===== config.mk =====
export PLATFORM = sky130hd
export DESIGN_NAME = bsp_top
export DESIGN_NICKNAME = d
export VERILOG_FILES = /design/src/hdl/bsp_pkg.sv /design/src/hdl/bsp_buf.sv /design/src/hdl/bsp_top.sv
export VERILOG_INCLUDE_DIRS = /design/src /design/src/hdl
export SDC_FILE = /design/constraint.sdc
export NUM_CORES = 1
export LEC_CHECK = 0
export BUFFER_PORTS_ARGS = -buffer_cell sky130_fd_sc_hd__buf_2
export CAP_MARGIN = 40
export CORE_AREA = 2 2 179 111
export CTS_CLUSTER_DIAMETER = 50
export DETAILED_ROUTE_END_ITERATION = 10
export DIE_AREA = 0 0 181 113
export PLACE_DENSITY_LB_ADDON = 0.1
export SYNTH_ARGS = -nofsm -noshare
export SYNTH_HDL_FRONTEND = slang
export SYNTH_SLANG_ARGS = --single-unit
export TNS_END_PERCENT = 100

===== constraint.sdc =====
create_clock -name i_core_clk -period 7.45 [get_ports i_core_clk]
set_clock_uncertainty 0.2 [all_clocks]
set_input_delay 0.745 -clock i_core_clk [delete_from_list [all_inputs] [get_ports i_core_clk]]
set_output_delay 0.745 -clock i_core_clk [all_outputs]
set_load 0.1 [all_outputs]

===== src/hdl/bsp_consts.svh =====
// Purpose: constants of the boot loader and spi port
// Assumes: 100 MHz core clock
// Notes:   clock rates, counts, limits, command code, address and line level only
`ifndef BSP_CONSTS_SVH
`define BSP_CONSTS_SVH
`define BSP_CLK_HZ       100000000
`define BSP_PER_SCK_HZ   1000000
`define BSP_FLASH_HALF   4
`define BSP_READ_CMD     8'h03
`define BSP_START_ADDR   24'h000000
`define BSP_MAX_WR_BYTES 128
`define BSP_MAX_RD_BYTES 56
`define BSP_SEL_SETTLE   3
`define BSP_BOOT_LEN     1024
`define BSP_LINE_IDLE    1'b1
`endif


===== src/hdl/bsp_pkg.sv =====
// Purpose: types of the boot loader and spi port
// Assumes: nothing
// Notes:   states, byte carrier, command word
`default_nettype none
package bsp_pkg;
  // ----------------------------------------
  // state types
  // ----------------------------------------
  typedef enum logic [2:0] {
    BSP_B_STRAP = 3'h0,
    BSP_B_FCMD  = 3'h1,
    BSP_B_FDATA = 3'h2,
    BSP_B_SLAVE = 3'h3,
    BSP_B_DONE  = 3'h4
  } bsp_boot_st_t;
  typedef enum logic [1:0] {
    BSP_P_IDLE  = 2'h0,
    BSP_P_LOAD  = 2'h1,
    BSP_P_SHIFT = 2'h2,
    BSP_P_END   = 2'h3
  } bsp_per_st_t;
  // ----------------------------------------
  // carriers
  // ----------------------------------------
  typedef struct packed {
    logic       from_boot;
    logic [7:0] data;
  } bsp_byte_t;
  typedef struct packed {
    logic       read;
    logic [7:0] len;
  } bsp_cmd_t;
endpackage
`default_nettype wire


===== src/hdl/bsp_buf.sv =====
// Purpose: two-entry buffer with valid and ready
// Assumes: single clock, synchronous reset
// Notes:   head entry and its valid are flops
`timescale 1ns/1ns
`default_nettype none
module bsp_buf #(
  parameter int W = 9
) (
  input  wire logic         i_core_clk,
  input  wire logic         i_srst,
  input  wire logic         i_in_valid,
  input  wire logic [W-1:0] i_in_data,
  output logic              o_in_ready,
  output logic              o_out_valid,
  output logic [W-1:0]      o_out_data,
  input  wire logic         i_out_ready
);
  if (W < 1) begin : g_bad_w
    $error("bsp_buf width must be positive");
  end
  logic [W-1:0] e0_q;
  logic [W-1:0] e1_q;
  logic         v0_q;
  logic         v1_q;
  wire          pop  = v0_q & i_out_ready;
  wire          push = i_in_valid & ~v1_q;
  assign o_in_ready  = ~v1_q;
  assign o_out_valid = v0_q;
  assign o_out_data  = e0_q;
  // ----------------------------------------
  // storage
  // ----------------------------------------
  always_ff @(posedge i_core_clk) begin
    if (i_srst) begin
      v0_q <= 1'b0;
      v1_q <= 1'b0;
      e0_q <= '0;
      e1_q <= '0;
    end else if (pop) begin
      if (v1_q) begin
        e0_q <= e1_q;
        v1_q <= 1'b0;
      end else if (push) begin
        e0_q <= i_in_data;
      end else begin
        v0_q <= 1'b0;
      end
    end else if (push) begin
      if (v0_q) begin
        e1_q <= i_in_data;
        v1_q <= 1'b1;
      end else begin
        e0_q <= i_in_data;
        v0_q <= 1'b1;
      end
    end
  end
endmodule // bsp_buf
`default_nettype wire


===== src/hdl/bsp_top.sv =====
// Purpose: boot image loader and spi port
// Assumes: 100 MHz core clock, pins sampled by two flops
// Notes:   boot bytes and peripheral read bytes leave on one stream
`include "bsp_consts.svh"
`timescale 1ns/1ns
`default_nettype none
module bsp_top #(
  parameter int         BOOT_LEN   = `BSP_BOOT_LEN,
  parameter int         FLASH_HALF = `BSP_FLASH_HALF,
  parameter logic [7:0] READ_CMD   = `BSP_READ_CMD
) (
  input  wire logic             i_core_clk,
  input  wire logic             i_srst,
  input  wire logic [3:0]       i_flash_io,
  output logic [3:0]            o_flash_io,
  output logic [3:0]            o_flash_io_oe,
  output logic                  o_flash_clk,
  output logic                  o_flash_cs_n,
  output logic                  o_flash_ctl_oe,
  input  wire logic             i_spi_clk,
  input  wire logic             i_spi_cs_n,
  input  wire logic             i_spi_mosi,
  input  wire logic             i_spi_miso,
  output logic                  o_spi_clk,
  output logic                  o_spi_cs_n,
  output logic                  o_spi_mosi,
  output logic                  o_spi_oe,
  input  wire logic             i_cmd_valid,
  input  wire bsp_pkg::bsp_cmd_t i_cmd,
  output logic                  o_cmd_ready,
  output logic                  o_cmd_err,
  input  wire logic             i_wr_valid,
  input  wire logic [7:0]       i_wr_data,
  output logic                  o_wr_ready,
  output logic                  o_out_valid,
  output bsp_pkg::bsp_byte_t    o_out,
  input  wire logic             i_out_ready,
  output logic                  o_boot_slave,
  output logic                  o_boot_done,
  output logic                  o_boot_err
);
  localparam int PER_HALF = `BSP_CLK_HZ / (2 * `BSP_PER_SCK_HZ);
  if (BOOT_LEN < 1 || BOOT_LEN > 65536 || FLASH_HALF < 3 ||
      FLASH_HALF > 127 || PER_HALF < 3 || PER_HALF > 127) begin : g_bad
    $error("bsp_top parameters out of range");
  end
  // ----------------------------------------
  // pin synchronisers
  // ----------------------------------------
  logic [7:0] sync1_q;
  logic [7:0] sync2_q;
  logic [1:0] prev_q;
  always_ff @(posedge i_core_clk) begin
    if (i_srst) begin
      sync1_q <= 8'h20;
      sync2_q <= 8'h20;
      prev_q  <= 2'h2;
    end else begin
      sync1_q <= {i_spi_miso, i_spi_mosi, i_spi_cs_n, i_spi_clk, i_flash_io};
      sync2_q <= sync1_q;
      prev_q  <= sync2_q[5:4];
    end
  end
  wire [3:0] s_fio     = sync2_q[3:0];
  wire       s_clk     = sync2_q[4];
  wire       s_cs      = sync2_q[5];
  wire       s_mosi    = sync2_q[6];
  wire       s_miso    = sync2_q[7];
  wire       s_clk_rise = s_clk & ~prev_q[0];
  wire       s_cs_rise  = s_cs & ~prev_q[1];
  // ----------------------------------------
  // state
  // ----------------------------------------
  bsp_pkg::bsp_boot_st_t bst_q, bst_d;
  bsp_pkg::bsp_per_st_t  pst_q, pst_d;
  logic [6:0]  div_q, div_d;
  logic [4:0]  cnt_q, cnt_d;
  logic [31:0] sh_q, sh_d;
  logic [15:0] byte_q, byte_d;
  logic [3:0]  lo_q, lo_d;
  logic        rd_q, rd_d;
  logic        slave_q, slave_d;
  logic        err_q, err_d;
  logic        cerr_q, cerr_d;
  logic        fclk_q, fclk_d, fcs_q, fcs_d, foe_q, foe_d;
  logic [3:0]  fio_q, fio_d, fio_oe_q, fio_oe_d;
  logic        pclk_q, pclk_d, pcs_q, pcs_d, pmosi_q, pmosi_d;
  logic        poe_q, poe_d, done_q, crdy_q, wrdy_q;
  logic        buf_in_valid;
  logic        buf_in_ready;
  bsp_pkg::bsp_byte_t buf_in;
  // ----------------------------------------
  // divider
  // ----------------------------------------
  wire       in_done = (bst_q == bsp_pkg::BSP_B_DONE);
  wire [6:0] half    = in_done ? 7'(PER_HALF - 1) : 7'(FLASH_HALF - 1);
  wire       tick    = (div_q == 7'h00);
  assign div_d = tick ? half : div_q - 7'h01;
  wire [15:0] last_boot = 16'(BOOT_LEN - 1);
  wire [7:0]  rd_max    = 8'(`BSP_MAX_RD_BYTES);
  wire [7:0]  wr_max    = 8'(`BSP_MAX_WR_BYTES);
  // ----------------------------------------
  // next state
  // ----------------------------------------
  always_comb begin
    bst_d = bst_q;
    pst_d = pst_q;
    cnt_d = cnt_q;
    sh_d = sh_q;
    byte_d = byte_q;
    lo_d = lo_q;
    rd_d = rd_q;
    slave_d = slave_q;
    err_d = err_q;
    cerr_d = 1'b0;
    fclk_d = fclk_q;
    fcs_d = fcs_q;
    foe_d = foe_q;
    fio_d = fio_q;
    fio_oe_d = fio_oe_q;
    pclk_d = pclk_q;
    pcs_d = pcs_q;
    pmosi_d = pmosi_q;
    poe_d = poe_q;
    buf_in_valid = 1'b0;
    buf_in = '0;
    unique case (bst_q)
      bsp_pkg::BSP_B_STRAP: begin
        cnt_d = cnt_q + 5'h01;
        if (cnt_q == 5'(`BSP_SEL_SETTLE - 1)) begin
          cnt_d = 5'h00;
          slave_d = s_fio[1];
          if (s_fio[1]) begin
            bst_d = bsp_pkg::BSP_B_SLAVE;
          end else begin
            bst_d = bsp_pkg::BSP_B_FCMD;
            foe_d = 1'b1;
            fcs_d = 1'b0;
            fio_oe_d = 4'hD;
            sh_d = {READ_CMD, `BSP_START_ADDR};
            fio_d = {`BSP_LINE_IDLE, `BSP_LINE_IDLE, 1'b0, READ_CMD[7]};
          end
        end
      end
      bsp_pkg::BSP_B_FCMD: begin
        if (tick) begin
          fclk_d = ~fclk_q;
          if (fclk_q) begin
            if (cnt_q == 5'h1F) begin
              bst_d = bsp_pkg::BSP_B_FDATA;
              fio_oe_d = 4'h0;
              cnt_d = 5'h00;
            end else begin
              sh_d = {sh_q[30:0], 1'b0};
              fio_d[0] = sh_q[30];
              cnt_d = cnt_q + 5'h01;
            end
          end
        end
      end
      bsp_pkg::BSP_B_FDATA: begin
        if (tick && !fclk_q && buf_in_ready) begin
          fclk_d = 1'b1;
        end else if (tick && fclk_q) begin
          fclk_d = 1'b0;
          cnt_d[0] = ~cnt_q[0];
          if (!cnt_q[0]) begin
            lo_d = s_fio;
          end else begin
            buf_in_valid = 1'b1;
            buf_in = '{from_boot: 1'b1, data: {s_fio, lo_q}};
            byte_d = byte_q + 16'h0001;
            if (byte_q == last_boot) begin
              bst_d = bsp_pkg::BSP_B_DONE;
              fcs_d = 1'b1;
            end
          end
        end
      end
      bsp_pkg::BSP_B_SLAVE: begin
        if (s_cs_rise) begin
          cnt_d = 5'h00;
          if (cnt_q[2:0] != 3'h0) begin
            err_d = 1'b1;
          end else if (byte_q != 16'h0000) begin
            bst_d = bsp_pkg::BSP_B_DONE;
          end
        end else if (!s_cs && s_clk_rise) begin
          sh_d[7:0] = {s_mosi, sh_q[7:1]};
          cnt_d = {2'b00, cnt_q[2:0] + 3'h1};
          if (cnt_q[2:0] == 3'h7) begin
            buf_in_valid = 1'b1;
            buf_in = '{from_boot: 1'b1, data: {s_mosi, sh_q[7:1]}};
            byte_d = byte_q + 16'h0001;
            err_d = err_q | ~buf_in_ready;
          end
        end
      end
      bsp_pkg::BSP_B_DONE: begin
        slave_d = slave_q;
        poe_d = 1'b1;
      end
      default: begin
        bst_d = bsp_pkg::BSP_B_STRAP;
      end
    endcase
    if (in_done && poe_q) begin
      unique case (pst_q)
        bsp_pkg::BSP_P_IDLE: begin
          if (i_cmd_valid && crdy_q) begin
            if (i_cmd.len == 8'h00 ||
                (i_cmd.read && i_cmd.len > rd_max) ||
                (!i_cmd.read && i_cmd.len > wr_max)) begin
              cerr_d = 1'b1;
            end else begin
              rd_d = i_cmd.read;
              byte_d = {8'h00, i_cmd.len};
              pcs_d = 1'b0;
              cnt_d = 5'h00;
              pst_d = i_cmd.read ? bsp_pkg::BSP_P_SHIFT : bsp_pkg::BSP_P_LOAD;
            end
          end
        end
        bsp_pkg::BSP_P_LOAD: begin
          // bytes from the host write port
          if (i_wr_valid) begin
            sh_d[7:0] = i_wr_data;
            pmosi_d = i_wr_data[7];
            pst_d = bsp_pkg::BSP_P_SHIFT;
          end
        end
        bsp_pkg::BSP_P_SHIFT: begin
          if (tick && !pclk_q && (!rd_q || buf_in_ready)) begin
            pclk_d = 1'b1;
          end else if (tick && pclk_q) begin
            pclk_d = 1'b0;
            sh_d[7:0] = {sh_q[6:0], rd_q ? s_miso : 1'b0};
            pmosi_d = sh_q[6];
            cnt_d = {2'b00, cnt_q[2:0] + 3'h1};
            if (cnt_q[2:0] == 3'h7) begin
              buf_in_valid = rd_q;
              buf_in = '{from_boot: 1'b0, data: {sh_q[6:0], s_miso}};
              byte_d = byte_q - 16'h0001;
              if (byte_q == 16'h0001) begin
                pst_d = bsp_pkg::BSP_P_END;
              end else if (!rd_q) begin
                pst_d = bsp_pkg::BSP_P_LOAD;
              end
            end
          end
        end
        bsp_pkg::BSP_P_END: begin
          if (tick) begin
            pcs_d = 1'b1;
            pmosi_d = 1'b0;
            pst_d = bsp_pkg::BSP_P_IDLE;
          end
        end
      endcase
    end
  end
  // ----------------------------------------
  // registers
  // ----------------------------------------
  always_ff @(posedge i_core_clk) begin
    if (i_srst) begin
      bst_q <= bsp_pkg::BSP_B_STRAP;
      pst_q <= bsp_pkg::BSP_P_IDLE;
      {div_q, cnt_q, sh_q, byte_q, lo_q} <= '0;
      {rd_q, slave_q, err_q, cerr_q, done_q, crdy_q, wrdy_q} <= '0;
      {fclk_q, foe_q, fio_q, fio_oe_q} <= '0;
      {pclk_q, pmosi_q, poe_q} <= '0;
      fcs_q <= 1'b1;
      pcs_q <= 1'b1;
    end else begin
      bst_q <= bst_d;
      pst_q <= pst_d;
      {div_q, cnt_q, sh_q, byte_q, lo_q} <= {div_d, cnt_d, sh_d, byte_d, lo_d};
      {rd_q, slave_q, err_q, cerr_q} <= {rd_d, slave_d, err_d, cerr_d};
      done_q <= (bst_d == bsp_pkg::BSP_B_DONE);
      crdy_q <= poe_d && (pst_d == bsp_pkg::BSP_P_IDLE);
      wrdy_q <= (pst_d == bsp_pkg::BSP_P_LOAD);
      {fclk_q, fcs_q, foe_q, fio_q, fio_oe_q} <=
        {fclk_d, fcs_d, foe_d, fio_d, fio_oe_d};
      {pclk_q, pcs_q, pmosi_q, poe_q} <= {pclk_d, pcs_d, pmosi_d, poe_d};
    end
  end
  // ----------------------------------------
  // output buffer
  // ----------------------------------------
  bsp_buf #(
    .W (9)
  ) bsp_buf_i (
    .i_core_clk  (i_core_clk),
    .i_srst      (i_srst),
    .i_in_valid  (buf_in_valid),
    .i_in_data   (buf_in),
    .o_in_ready  (buf_in_ready),
    .o_out_valid (o_out_valid),
    .o_out_data  (o_out),
    .i_out_ready (i_out_ready)
  );
  assign o_flash_io     = fio_q;
  assign o_flash_io_oe  = fio_oe_q;
  assign o_flash_clk    = fclk_q;
  assign o_flash_cs_n   = fcs_q;
  assign o_flash_ctl_oe = foe_q;
  assign o_spi_clk      = pclk_q;
  assign o_spi_cs_n     = pcs_q;
  assign o_spi_mosi     = pmosi_q;
  assign o_spi_oe       = poe_q;
  assign o_cmd_ready    = crdy_q;
  assign o_cmd_err      = cerr_q;
  assign o_wr_ready     = wrdy_q;
  assign o_boot_slave   = slave_q;
  assign o_boot_done    = done_q;
  assign o_boot_err     = err_q;
endmodule // bsp_top
`default_nettype wire


======== Word level (Yosys, flattened, before mapping) ========
Cells that the tools add are included.
W data, S select, Z words.
word-level totals
  bits in registers ....................... 126
  input bits .............................. 30
  output and inout port bits .............. 31
  logic and storage cells ................. 291
operators by class
  add/subtract/negate cells ............... 5
  magnitude comparators ................... 2
  eq/ne operators ......................... 35
  muxes and demuxes ....................... 145
  bitwise logic cells ..................... 17
  reductions and logical operators ........ 55
operators with widths
  cell                     count
  $mux W16                 12
  $mux W31                 5
  $mux W9                  16
  $pmux W16 S2             2
  $mux W5                  11
  $mux W8                  6
  $mux W1                  47
  $pmux W23 S2             1
  $ne A2 B2 Y1 const B     19
  $mux W3                  11
  $mux W2                  12
  $pmux W8 S3              1
  $mux W4                  5
  $pmux W9 S2              1
  $reduce_and A3 Y1        6
  $reduce_and A6 Y1        3
  $reduce_bool A2 Y1       9
  $add A16 B1 Y16 const B  1
  $eq A16 B1 Y1 const B    1
  $eq A16 B10 Y1 const B   1
  $pmux W8 S2              1
  $reduce_bool A16 Y1      1
  $sub A16 B1 Y16 const B  1
  $pmux W3 S5              1
  other kinds (40)         85

======== Longest topological paths before layout ========
Gate-level depths: netlist of run 1.
  word-level depth ........................ 15
  mapped depth ............................ 12

======== Hierarchy ========
A second synthesis of run 1 with hierarchy kept.
unflattened totals
  cell total of the unflattened synthesis .. 762
  area, all modules ....................... 6254.7 um^2
by module, submodules not included
  module   instances  cells an instance  area an instance (um^2)  seq. area each (um^2)
  bsp_top  1          668                5416.4                   2042.0
  bsp_buf  1          94                 838.3                    400.4

======== Least setup slack after synthesis of run 1 ========
Ideal clock, no wire load.
  path type ............................... reg-to-reg
  start point ............................. register fclk_q (netlist: o_flash_clk)
  end point ............................... register bsp_buf_i.e0_q[8] (netlist: bsp_buf_i.o_out_data[8])
  setup time .............................. 0.067 ns
  arrival ................................. 2.827 ns
  slack ................................... 4.356 ns
  stages on the path, launching flop included .. 11
  buffers on the path ..................... 3
  clock period less this slack ............ 3.094 ns
  cell sequence ........................... dfxtp_1 nor3b_1 and2_1 clkbuf_1 ha_1 a22oi_2 a21o_1 buf_6 buf_6 a211o_1 a21oi_2
on the way
  longest elaborated chain between the ends .. 13
  elaborated cells on any way between the ends .. 29
  classes of those cells .................. mux: 21; bitwise: 1; reduce/logical: 7
ends and longest elaborated chain
  item                                                               line            text
  start, declared                                                    bsp_top.sv:85   logic fclk_q, fclk_d, fcs_q, fcs_d, foe_q, foe_d;
  start signal, assigned                                             bsp_top.sv:283  {fclk_q, fcs_q, foe_q, fio_q, fio_oe_q} <=
  $logic_not A1 Y1                                                   bsp_top.sv:162  if (tick && !fclk_q && buf_in_ready) begin
  $logic_and A1 B1 Y1 (2 in a row)                                   bsp_top.sv:162
  $mux W1 or $mux W9 (tied branches)                                 bsp_top.sv:162
  $pmux W1 S2 or $pmux W9 S2 (tied branches)                         bsp_top.sv:127  unique case (bst_q)
  $mux W1 or $mux W9 (tied branches)                                 bsp_top.sv:240  if (cnt_q[2:0] == 3'h7) begin
  $mux W1 or $mux W9 (tied branches)                                 bsp_top.sv:235  end else if (tick && pclk_q) begin
  $mux W1 or $mux W9 (tied branches)                                 bsp_top.sv:233  if (tick && !pclk_q && (!rd_q || buf_in_ready)) begin
  $mux W1 or $mux W9 (tied branches)                                 bsp_top.sv:208  unique case (pst_q)
  $mux W1 or $mux W9 (tied branches)                                 bsp_top.sv:207  if (in_done && poe_q) begin
  $and A1 B1 Y1, or another cell as far along                        bsp_buf.sv:26   wire push = i_in_valid & ~v1_q;
  $reduce_bool A2 Y1 (no source line), or another cell as far along  -
  $reduce_and A3 Y1 (no source line) or $mux W9 (tied branches)      -
  end signal, assigned                                               bsp_buf.sv:41   e0_q <= e1_q;
  end signal, assigned                                               bsp_buf.sv:44   e0_q <= i_in_data;
  end signal, assigned                                               bsp_buf.sv:53   e0_q <= i_in_data;
  end, declared                                                      bsp_buf.sv:21   logic [W-1:0] e0_q;
Several ways; a longest one is shown, not always the timed one. The select of a mux whose other input is x is not followed.
A chain may end at the register's enable or synchronous reset.

======== Final worst setup path of run 1 ========
  start point ............................. register bst_q[1]
  end point ............................... register byte_q[14]
on the way
  longest elaborated chain between the ends .. 7
  elaborated cells on any way between the ends .. 12
  classes of those cells .................. eq/ne: 3; mux: 8; reduce/logical: 1
ends and longest elaborated chain
  item                    line            text
  start, declared         bsp_top.sv:74   bsp_pkg::bsp_boot_st_t bst_q, bst_d;
  start signal, assigned  bsp_top.sv:267  bst_q <= bsp_pkg::BSP_B_STRAP;
  start signal, assigned  bsp_top.sv:276  bst_q <= bst_d;
  $eq A3 B2 Y1            bsp_top.sv:127
  $pmux W16 S2            bsp_top.sv:127
  $mux W16                bsp_top.sv:240
  $mux W16                bsp_top.sv:235
  $mux W16                bsp_top.sv:233
  $pmux W16 S2            bsp_top.sv:208
  $mux W16 (*)            bsp_top.sv:207
  end signal, assigned    bsp_top.sv:278  {div_q, cnt_q, sh_q, byte_q, lo_q} <= {div_d, cnt_d, sh_d, byte_d, lo_d};
  end, declared           bsp_top.sv:79   logic [15:0] byte_q, byte_d;
Mark *: on every way between the ends. The rest lies on a longest branch, timed or not.

==> results of run 1 <==
## placed cells by master (no fill, tap or decap), types with 19 or more instances in the layout
master	count
inv_1	23
dfxtp_1	122
nand2_1	61
o21ai_0	23
a22oi_1	38
nor2b_1	19
a21oi_1	46
nor3_1	22
nor2_1	92
buf_2	58
nand3_1	27
## power breakdown
group	switching [uW]	internal, uW	total, uW
Combinational	293	116	409
Clock	365	445	811
Sequential	52.5	689	741
Total	711	1250	1960
## layout make-up
cell class              instances  share of cell area
multi-input cells             576               0.491
flip-flops and latches        122               0.330
clock buffers                  17              0.0575
repair buffers                 67              0.0483
well taps                     246              0.0416
clock inverters                15              0.0201
inverters                      23              0.0117
## metal layers
layer | GRT usage | part of all wire | vias to the layer above
met5 | 0 | 0 | -
met4 | 0.0520 | 0.0066 | 0
li1 | - | - | 2905
met3 | 0.0367 | 0.079 | 15
met1 | 0.329 | 0.53 | 2923
met2 | 0.265 | 0.38 | 229
## registers in the layout, indices dropped and copies added, names as in the netlist, 2 cells and up
signal,cells
sync2_q,8
lo_q,4
byte_q,16
sync1_q,8
sh_q,31
pst_q,2
cnt_q,5
bsp_buf_i.o_out_data,9
prev_q,2
div_q,7
bst_q,3
bsp_buf_i.e1_q,9
## how the worst min path moves through the flow
stage / to / cells after the start / slack, ns
floorplan: sync2_q[5] / 1 / 0.19
global placement: sync2_q[5] / 1 / 0.21
detailed placement: sync2_q[5] / 1 / 0.21
CTS: sync2_q[5] / 1 / 0.22
global route: sync2_q[6] / 1 / 0.25
finish: sync2_q[5] / 1 / 0.22
## worst max-delay path, stage by stage, from the launching register on
cell	delay, ns
dfxtp_1	0.73
nor3b_1	0.69
and4_1	0.65
nor2_1	0.18
o31a_1	0.32
a2111oi_0	0.39
## metrics by stage
step                      utilization  hold slack, ns
after floorplan                     -           0.189
after global placement          0.364           0.205
after detailed placement        0.364           0.210
after CTS                       0.395           0.224
after global routing            0.395           0.253
final                           0.395           0.225
## logic make-up (layout without fill, tap and decap cells)
group           after synthesis  in the layout  synth area share
fa+ha+maj                    17             17            0.0330
simple gates                300            300             0.240
mux                           4              4           0.00622
other cells                   1              2          0.000582
compound gates              225            225             0.246
flops                       122            122             0.379
buf+inv                      83            122            0.0569
xor+xnor                     28             28            0.0381
==> run metrics, run 1 <==
Core ar. 0.0187 mm2; Primary FF master, synth dfxtp_1; Num CTS Buffers 17; Hold Crit Class reg2reg; dpl hpwl 14900 um; power per cell area 265 mW/mm2; pre-CTS setup slack 4.13 ns; fin worst setup slack 4.16 ns; clock root buffer master clkbuf_16; Seq/Total Area, Yosys 0.379; die area 0.0205 mm2; final instance area ~0.0074 mm2; overall die height between 100 and 150 um; Die Wd 181 um; Power, Total 1960 uW; H-Tree Depth 4; hold path startpoint sync1_q[5]; Critical Setup Path Class reg2reg; Peak VDD IR 118 uV; Total GRT Usage 0.202; R2R depth 5; Post-synth top cells dfxtp_1 (122), nor2_1 (92), nand2_1 (61), a21oi_1 (46), clkbuf_1 (40); status complete, no violations; Post-Route WL 20300 um; Final period util 0.442; first-pass GRT wire length 32400 um; worst r2r src bst_q[1]; vias 6072; post-DR vias/cell between 5 and 6; Yosys cell types 75; Rel. slew slack 0.465; routed len/inst about 19 um; total congestion overflow 0; Final setup viols 0; Post-Syn Area per Cell 8.25 um2; worst skew pair latency roughly 0.43 ns; placed inst area slightly below 0.007 mm2; Worst EP arrival 3.37 ns; FILL cells 1912; RSZ-0062 raised after global routing no; DRT iter0 DRCs 759; area occupied by multi-input gates 0.00363 mm2; Final Hold Vio Count 0; IO Count 61; Slew @ Worst Pin 0.800 ns; Synth area leaders dfxtp_1 (38%), nor2_1 (5.4%), a22oi_1 (4.4%); # hold bufs at CTS 0; Synth Cell Area 0.00644 mm2; Synth top area share 0.379; share of cells above drive strength 1 0.150; Gates resized, CTS repair 0; Synth warnings 0; post-CTS setup buffers 0; Port Buffers 58; Layout Nets 854; asr flop ratio synth 0; CTS sink cnt around 120; starting density of the core 0.344; Critical Path Start Type register; critical path capture point byte_q[14]; DRT antenna net count 0; DRC 0; worst-case clock buffer depth 2; row count 39; fin cells 1066; largest net degree at the start of global routing 68; antenna violations before repair 0; Post-synth EDFFs 0; placed cell count about 1000; worst endpoint required time 7.53 ns; critical path fanouts, max 16; first-pass iteration count of the detailed router 7; TritonCTS clock tree done; clk slew on worst S/H paths ~0.06 ns; ANT cells 0; Leak 0.00265 uW; setup slack, reg-to-reg 4.16 ns; Final Max Tran Viols 0; cells after synthesis 780; P&R area growth vs syn 15.0%; most frequent cell after synthesis dfxtp_1; Crit. End Element register; gpl congestion 0.969; Synth area leader dfxtp_1; FF/Latch Area 0.00244 mm2; vias in the first global route between 5000 and 6000; max-cap violations 0; Max Fclk 0.304 GHz; Synth Register Bits 122; crit path time final 3.29 ns; CP startpoint bst_q[1]; worst r2r dst byte_q[14]; setup TNS 0 ns
Note: power is estimated with default switching activity, not from simulation.
==> run 2: changes to the inputs <==
--- a/config.mk
+++ b/config.mk
@@ -6,12 +6,13 @@
 export SDC_FILE = /design/constraint.sdc
 export NUM_CORES = 1
 export LEC_CHECK = 0
+export ABC_AREA = 1
 export BUFFER_PORTS_ARGS = -buffer_cell sky130_fd_sc_hd__buf_2
 export CAP_MARGIN = 40
-export CORE_AREA = 2 2 179 111
+export CORE_AREA = 2 2 187 116
 export CTS_CLUSTER_DIAMETER = 50
 export DETAILED_ROUTE_END_ITERATION = 10
-export DIE_AREA = 0 0 181 113
+export DIE_AREA = 0 0 189 118
 export PLACE_DENSITY_LB_ADDON = 0.1
 export SYNTH_ARGS = -nofsm -noshare
 export SYNTH_HDL_FRONTEND = slang
==> constraint.sdc (replaced) <==
create_clock -name i_core_clk -period 3.4 [get_ports i_core_clk]
set_clock_uncertainty 0.2 [all_clocks]
set_input_delay 0.34 -clock i_core_clk [delete_from_list [all_inputs] [get_ports i_core_clk]]
set_output_delay 0.34 -clock i_core_clk [all_outputs]
set_load 0.1 [all_outputs]
==> run metrics, run 2 <==
overall die height ~120 um; final core occ 0.401; Final Max Tran Viols 0; Critical Path Start Type register; Synth Register Bits 122; Peak VDD IR 384 uV; post-DR vias/cell 4.92; Post-synth top cells nand2_1 (298), inv_1 (144), nor2_1 (126), dfxtp_1 (122), nand3_1 (103); gpl congestion 0.907; commonest non-fill, non-tap cell in the layout nand2_1; vias ~7200; worst-case clock buffer depth 2; Post-Route WL 23200 um; Final setup viols 0; Gates resized, CTS repair 0; post-CTS setup buffers 0; Leak around 0.0038 uW; starting density of the core 0.344; pre-CTS setup slack approximately 0.68 ns; worst endpoint required time 3.57 ns; dpl hpwl 17600 um; first-pass iteration count of the detailed router 5; Synth top area share 0.345; Rel. slew slack 0.561; clock root buffer master clkbuf_16; area occupied by multi-input gates 0.00384 mm2; crit path time final 2.78 ns; fin worst setup slack 0.624 ns; max reg flops 31; Max Fclk between 0.3 and 0.4 GHz; Post-Syn Area per Cell 6.33 um2; Yosys cell types 41; DRT iter0 DRCs 736; Final Hold Vio Count 0; DRC 0; Slew @ Worst Pin 0.658 ns; Core ar. 0.0206 mm2; Layout Nets 1225; Seq/Total Area, Yosys 0.345; antenna violations before repair 0; Synth warnings 0; row count 41; IO Count ~60; first-pass GRT wire length 36800 um; status complete, no violations; DRT antenna net count 0; Synth area leaders dfxtp_1 (35%), nand2_1 (16%), inv_1 (7.6%); RSZ-0062 raised after global routing no; Die Wd between 150 and 200 um; FF/Latch Area 0.00244 mm2; share of cells above drive strength 1 0.117; cells after synthesis between 1000 and 1500; worst skew pair latency roughly 0.43 ns; P&R area growth vs syn 16.7%; Synth area leader dfxtp_1; Critical Setup Path Class reg2reg; H-Tree Depth 4; most frequent cells in the layout nand2_1 (298), inv_1 (144), nor2_1 (126); Worst EP arrival 2.94 ns; routed len/inst around 16 um; FILL cells about 2200; most frequent cell after synthesis nand2_1; Post-synth EDFFs 0; Crit. End Element register; Hold Crit Class in2reg; clk slew on worst S/H paths ~0.060 ns; power per cell area 549 mW/mm2; largest net degree at the start of global routing 60; CTS sink cnt roughly 120; asr flop ratio synth 0; Synth Cell Area 0.00708 mm2; vias in the first global route 6463; setup TNS 0 ns; Total GRT Usage 0.213; Final period util 0.816; Num CTS Buffers 17; Primary FF master, synth dfxtp_1; Port Buffers 58; die area 0.0223 mm2; TritonCTS clock tree done; total congestion overflow 0; max-cap violations 0; ANT cells 0; critical path fanouts, max 12
-- run 2: routing by layer --
layer,up-vias,global-route usage,part of all wire
met5,-,0,0
met4,0,0.0488,0.012
met3,17,0.0558,0.088
met2,270,0.263,0.36
met1,3245,0.347,0.55
li1,3699,-,-
-- run 2: per-stage QoR --
stage	hold WS (ns)	instances	instance area (um2)	total power (uW)
3_5_place_dp	0.192	1429	7610	2770
2_1_floorplan	0.188	1119	7080	2510
5_1_grt	0.0280	1469	8260	4780
3_3_place_gp	0.193	1429	7610	2780
4_1_cts	0.0136	1469	8260	4560
6_report	0.0314	1469	8260	4540
-- run 2: kinds of logic after synthesis --
| group | Yosys count | share of synthesized area |
|---|---|---|
| and+or+nand+nor | 590 | 0.363 |
| DFF | 122 | 0.345 |
| AOI/OAI and AO/OA | 181 | 0.136 |
| other | 1 | 0.000530 |
| xor gates and xnor gates | 11 | 0.0136 |
| adders and majority gates | 17 | 0.0301 |
| buffers and inverters | 196 | 0.112 |
-- run 2: area by class of cell --
class,count,share of cell area
Timing Repair Buffer,82,0.0597
Tap cell,279,0.0423
Multi-Input combinational cell,801,0.465
Clock buffer,22,0.0550
Sequential cell,122,0.296
Clock inverter,9,0.0120
Inverter,154,0.0700
-- run 2: path summary, 6_finish.rpt --
kind / start / to / slack [ns] / cells past startpoint
setup / recovery: cnt_q[0] / bsp_buf_i.e1_q[4] / 0.62 / 12
hold / removal: i_cmd[0] / byte_q[0] / 0.03 / 3
setup reg to reg: cnt_q[0] / bsp_buf_i.e1_q[4] / 0.62 / 12
hold reg to reg: sync1_q[6] / sync2_q[6] / 0.20 / 2
-- run 2: power breakdown --
group / switching [uW] / leakage (uW) / internal [uW]
Combinational: 868 / 0.00257 / 297
Clock: 679 / 0.000277 / 1090
Sequential: 85.2 / 0.000989 / 1520
-- run 2: critical path: stages (launching register included) --
cell	delay [ns]
dfxtp_1	0.45
ha_1	0.22
ha_1	0.32
inv_1	0.19
nor2_8	0.18
inv_2	0.07
nand2_1	0.12
inv_1	0.08
nand2_2	0.09
nand3_1	0.30
inv_1	0.30
o21ai_0	0.11
nor2_1	0.10
-- run 2: timing repair --
| action | 4_1_cts | 5_1_grt |
|---|---|---|
| endpoints found under the setup margin | 0 | 0 |
| hold endpoints to repair | 9 | 0 |
| hold buffers | 9 | 0 |
==> run 3: changes to the inputs <==
==> constraint.sdc (replaced) <==
create_clock -name i_core_clk -period 2.9 [get_ports i_core_clk]
set_clock_uncertainty 0.2 [all_clocks]
set_input_delay 0.29 -clock i_core_clk [delete_from_list [all_inputs] [get_ports i_core_clk]]
set_output_delay 0.29 -clock i_core_clk [all_outputs]
set_load 0.1 [all_outputs]
==> run metrics, run 3 (synthesis gave the netlist of run 2 again) <==
Switch Pwr 1910 uW; worst skew pair latency ~0.44 ns; power per cell area 643 mW/mm2; pre-CTS setup slack 0.267 ns; Final period util 0.933; Leak about 0.0039 uW; die area 0.0223 mm2; Crit. End Element register; Rel. slew slack 0.541; crit path time final between 2 and 3 ns; vias 7270; Num CTS Buffers 17; switching share of power 0.354; Slew @ Worst Pin 0.688 ns; Pint 3500 uW; fin worst setup slack 0.193 ns; largest net degree at the start of global routing 60; first-pass GRT wire length 37400 um; Crit-path slowest cell nor2_1; max reg flops 31; Core ar. slightly above 0.02 mm2; Die Wd 189 um; Final Hold Vio Count 0; clock root buffer master clkbuf_16; RSZ-0062 raised after global routing no; crit-path max cell delay 0.40 ns; CTS sink cnt 122; setup TNS 0 ns; IO Count 61; post-CTS setup buffers 0; critical path fanouts, max 8; TritonCTS clock tree done; final core occ 0.409; gpl congestion 0.949; WHS 0.0204 ns; DRT antenna net count 0; worst endpoint required time 3.06 ns; Final Max Tran Viols 0; share of cells above drive strength 1 0.125; H-Tree Depth 4; Critical Setup Path Class reg2reg; DRC 0; Combinational Power Share 0.265; Total GRT Usage 0.216; Post-Route WL 23400 um; starting density of the core 0.344; total congestion overflow 0; CP dominant cell by count nand2_1; Worst EP arrival 2.87 ns; ANT cells 0; Peak VDD IR 616 uV; post-DR vias/cell 4.90; Reg power frac 0.347; Hold Crit Class in2reg; P&R area growth vs syn 18.9%; worst-case clock buffer depth 2; max-cap violations 0; most frequent cells in the layout nand2_1 (298), inv_1 (144), nor2_1 (126); routed len/inst 15.8 um; first-pass iteration count of the detailed router 5; Clock Power Share 0.388; clk slew on worst S/H paths 0.06 ns; Final setup viols 0; Cell Chain, Critical Path inv_1 > ha_1 > inv_1 > nor2_1 > nand4_2 > nor2_1 > nand3_2 > inv_2 > nand2_1 > nand2_1 > nand2_1 > nand2_1 > nand2_1 > a21oi_1; Critical Path Start Type register; Port Buffers between 50 and 60; Max Fclk 0.369 GHz; FILL cells approximately 2200; row count 41; Layout Nets 1238; dpl hpwl ~18000 um; status complete, no violations; antenna violations before repair 0; DRT iter0 DRCs 721; commonest non-fill, non-tap cell in the layout nand2_1; vias in the first global route 6645; overall die height ~120 um
run 3: cell count changes in the layout (fill, tap and decap cells not counted), sizes merged:
cell,delta
buf,+10
clkbuf,+2
clkinv,-2
clkinvlp,+1
dlygate4sd3,+3
run 3: worst paths after layout:
kind / endpoint / slack [ns] / start / depth (start not counted)
max: o_wr_ready / 0.19 / div_q[0] / 14
min: byte_q[6] / 0.02 / i_cmd[6] / 3
max reg2reg: o_wr_ready / 0.19 / div_q[0] / 14
min reg2reg: sync2_q[7] / 0.20 / sync1_q[7] / 2
run 3: through the flow:
| stage | cell area [um2] | std cells | total power [uW] |
|---|---|---|---|
| 2_1_floorplan | 7080 | 1119 | 2940 |
| 3_3_place_gp | 7690 | 1438 | 3320 |
| 3_5_place_dp | 7720 | 1439 | 3310 |
| 4_1_cts | 8420 | 1483 | 5450 |
| 5_1_grt | 8420 | 1483 | 5710 |
| 6_report | 8420 | 1483 | 5410 |
run 3: repair_timing:
item | 4_1_cts | 5_1_grt
hold buffers | 12 | 0
hold endpoints to repair | 12 | 0
resized for setup | 0 | 0
run 3: cell type report:
class / instances / area, um2 / share of cell area
Timing Repair Buffer: 95 / 631 / 0.0749
Clock inverter: 8 / 92.6 / 0.0110
Sequential cell: 122 / 2440 / 0.290
Multi-Input combinational cell: 801 / 3840 / 0.457
Inverter: 154 / 578 / 0.0687
Clock buffer: 24 / 482 / 0.0572
Tap cell: 279 / 349 / 0.0415
run 3: worst max-delay path: cells and delay by family, from the launching register on:
kind            cells  cell delay [ns]
fa+ha+maj           1             0.18
flops               1             0.31
compound gates      1             0.13
buf+inv             3             0.38
simple gates        9             1.46
run 3: layer usage:
metal / GRT usage / vias to the layer above / wire [um]
li1: - / 3735 / -
met1: 0.357 / 3235 / 12900
met2: 0.263 / 280 / 8320
met3: 0.0569 / 20 / 1990
met4: 0.0454 / 0 / 214
met5: 0 / - / 0
run 3: power by group through the flow:
stage	clock, uW	combinational, uW	sequential, uW
floorplan	0	927	2020
global placement	0	1410	1910
detailed placement	0	1400	1910
CTS	2160	1420	1880
global route	2230	1580	1890
finish	2100	1430	1880
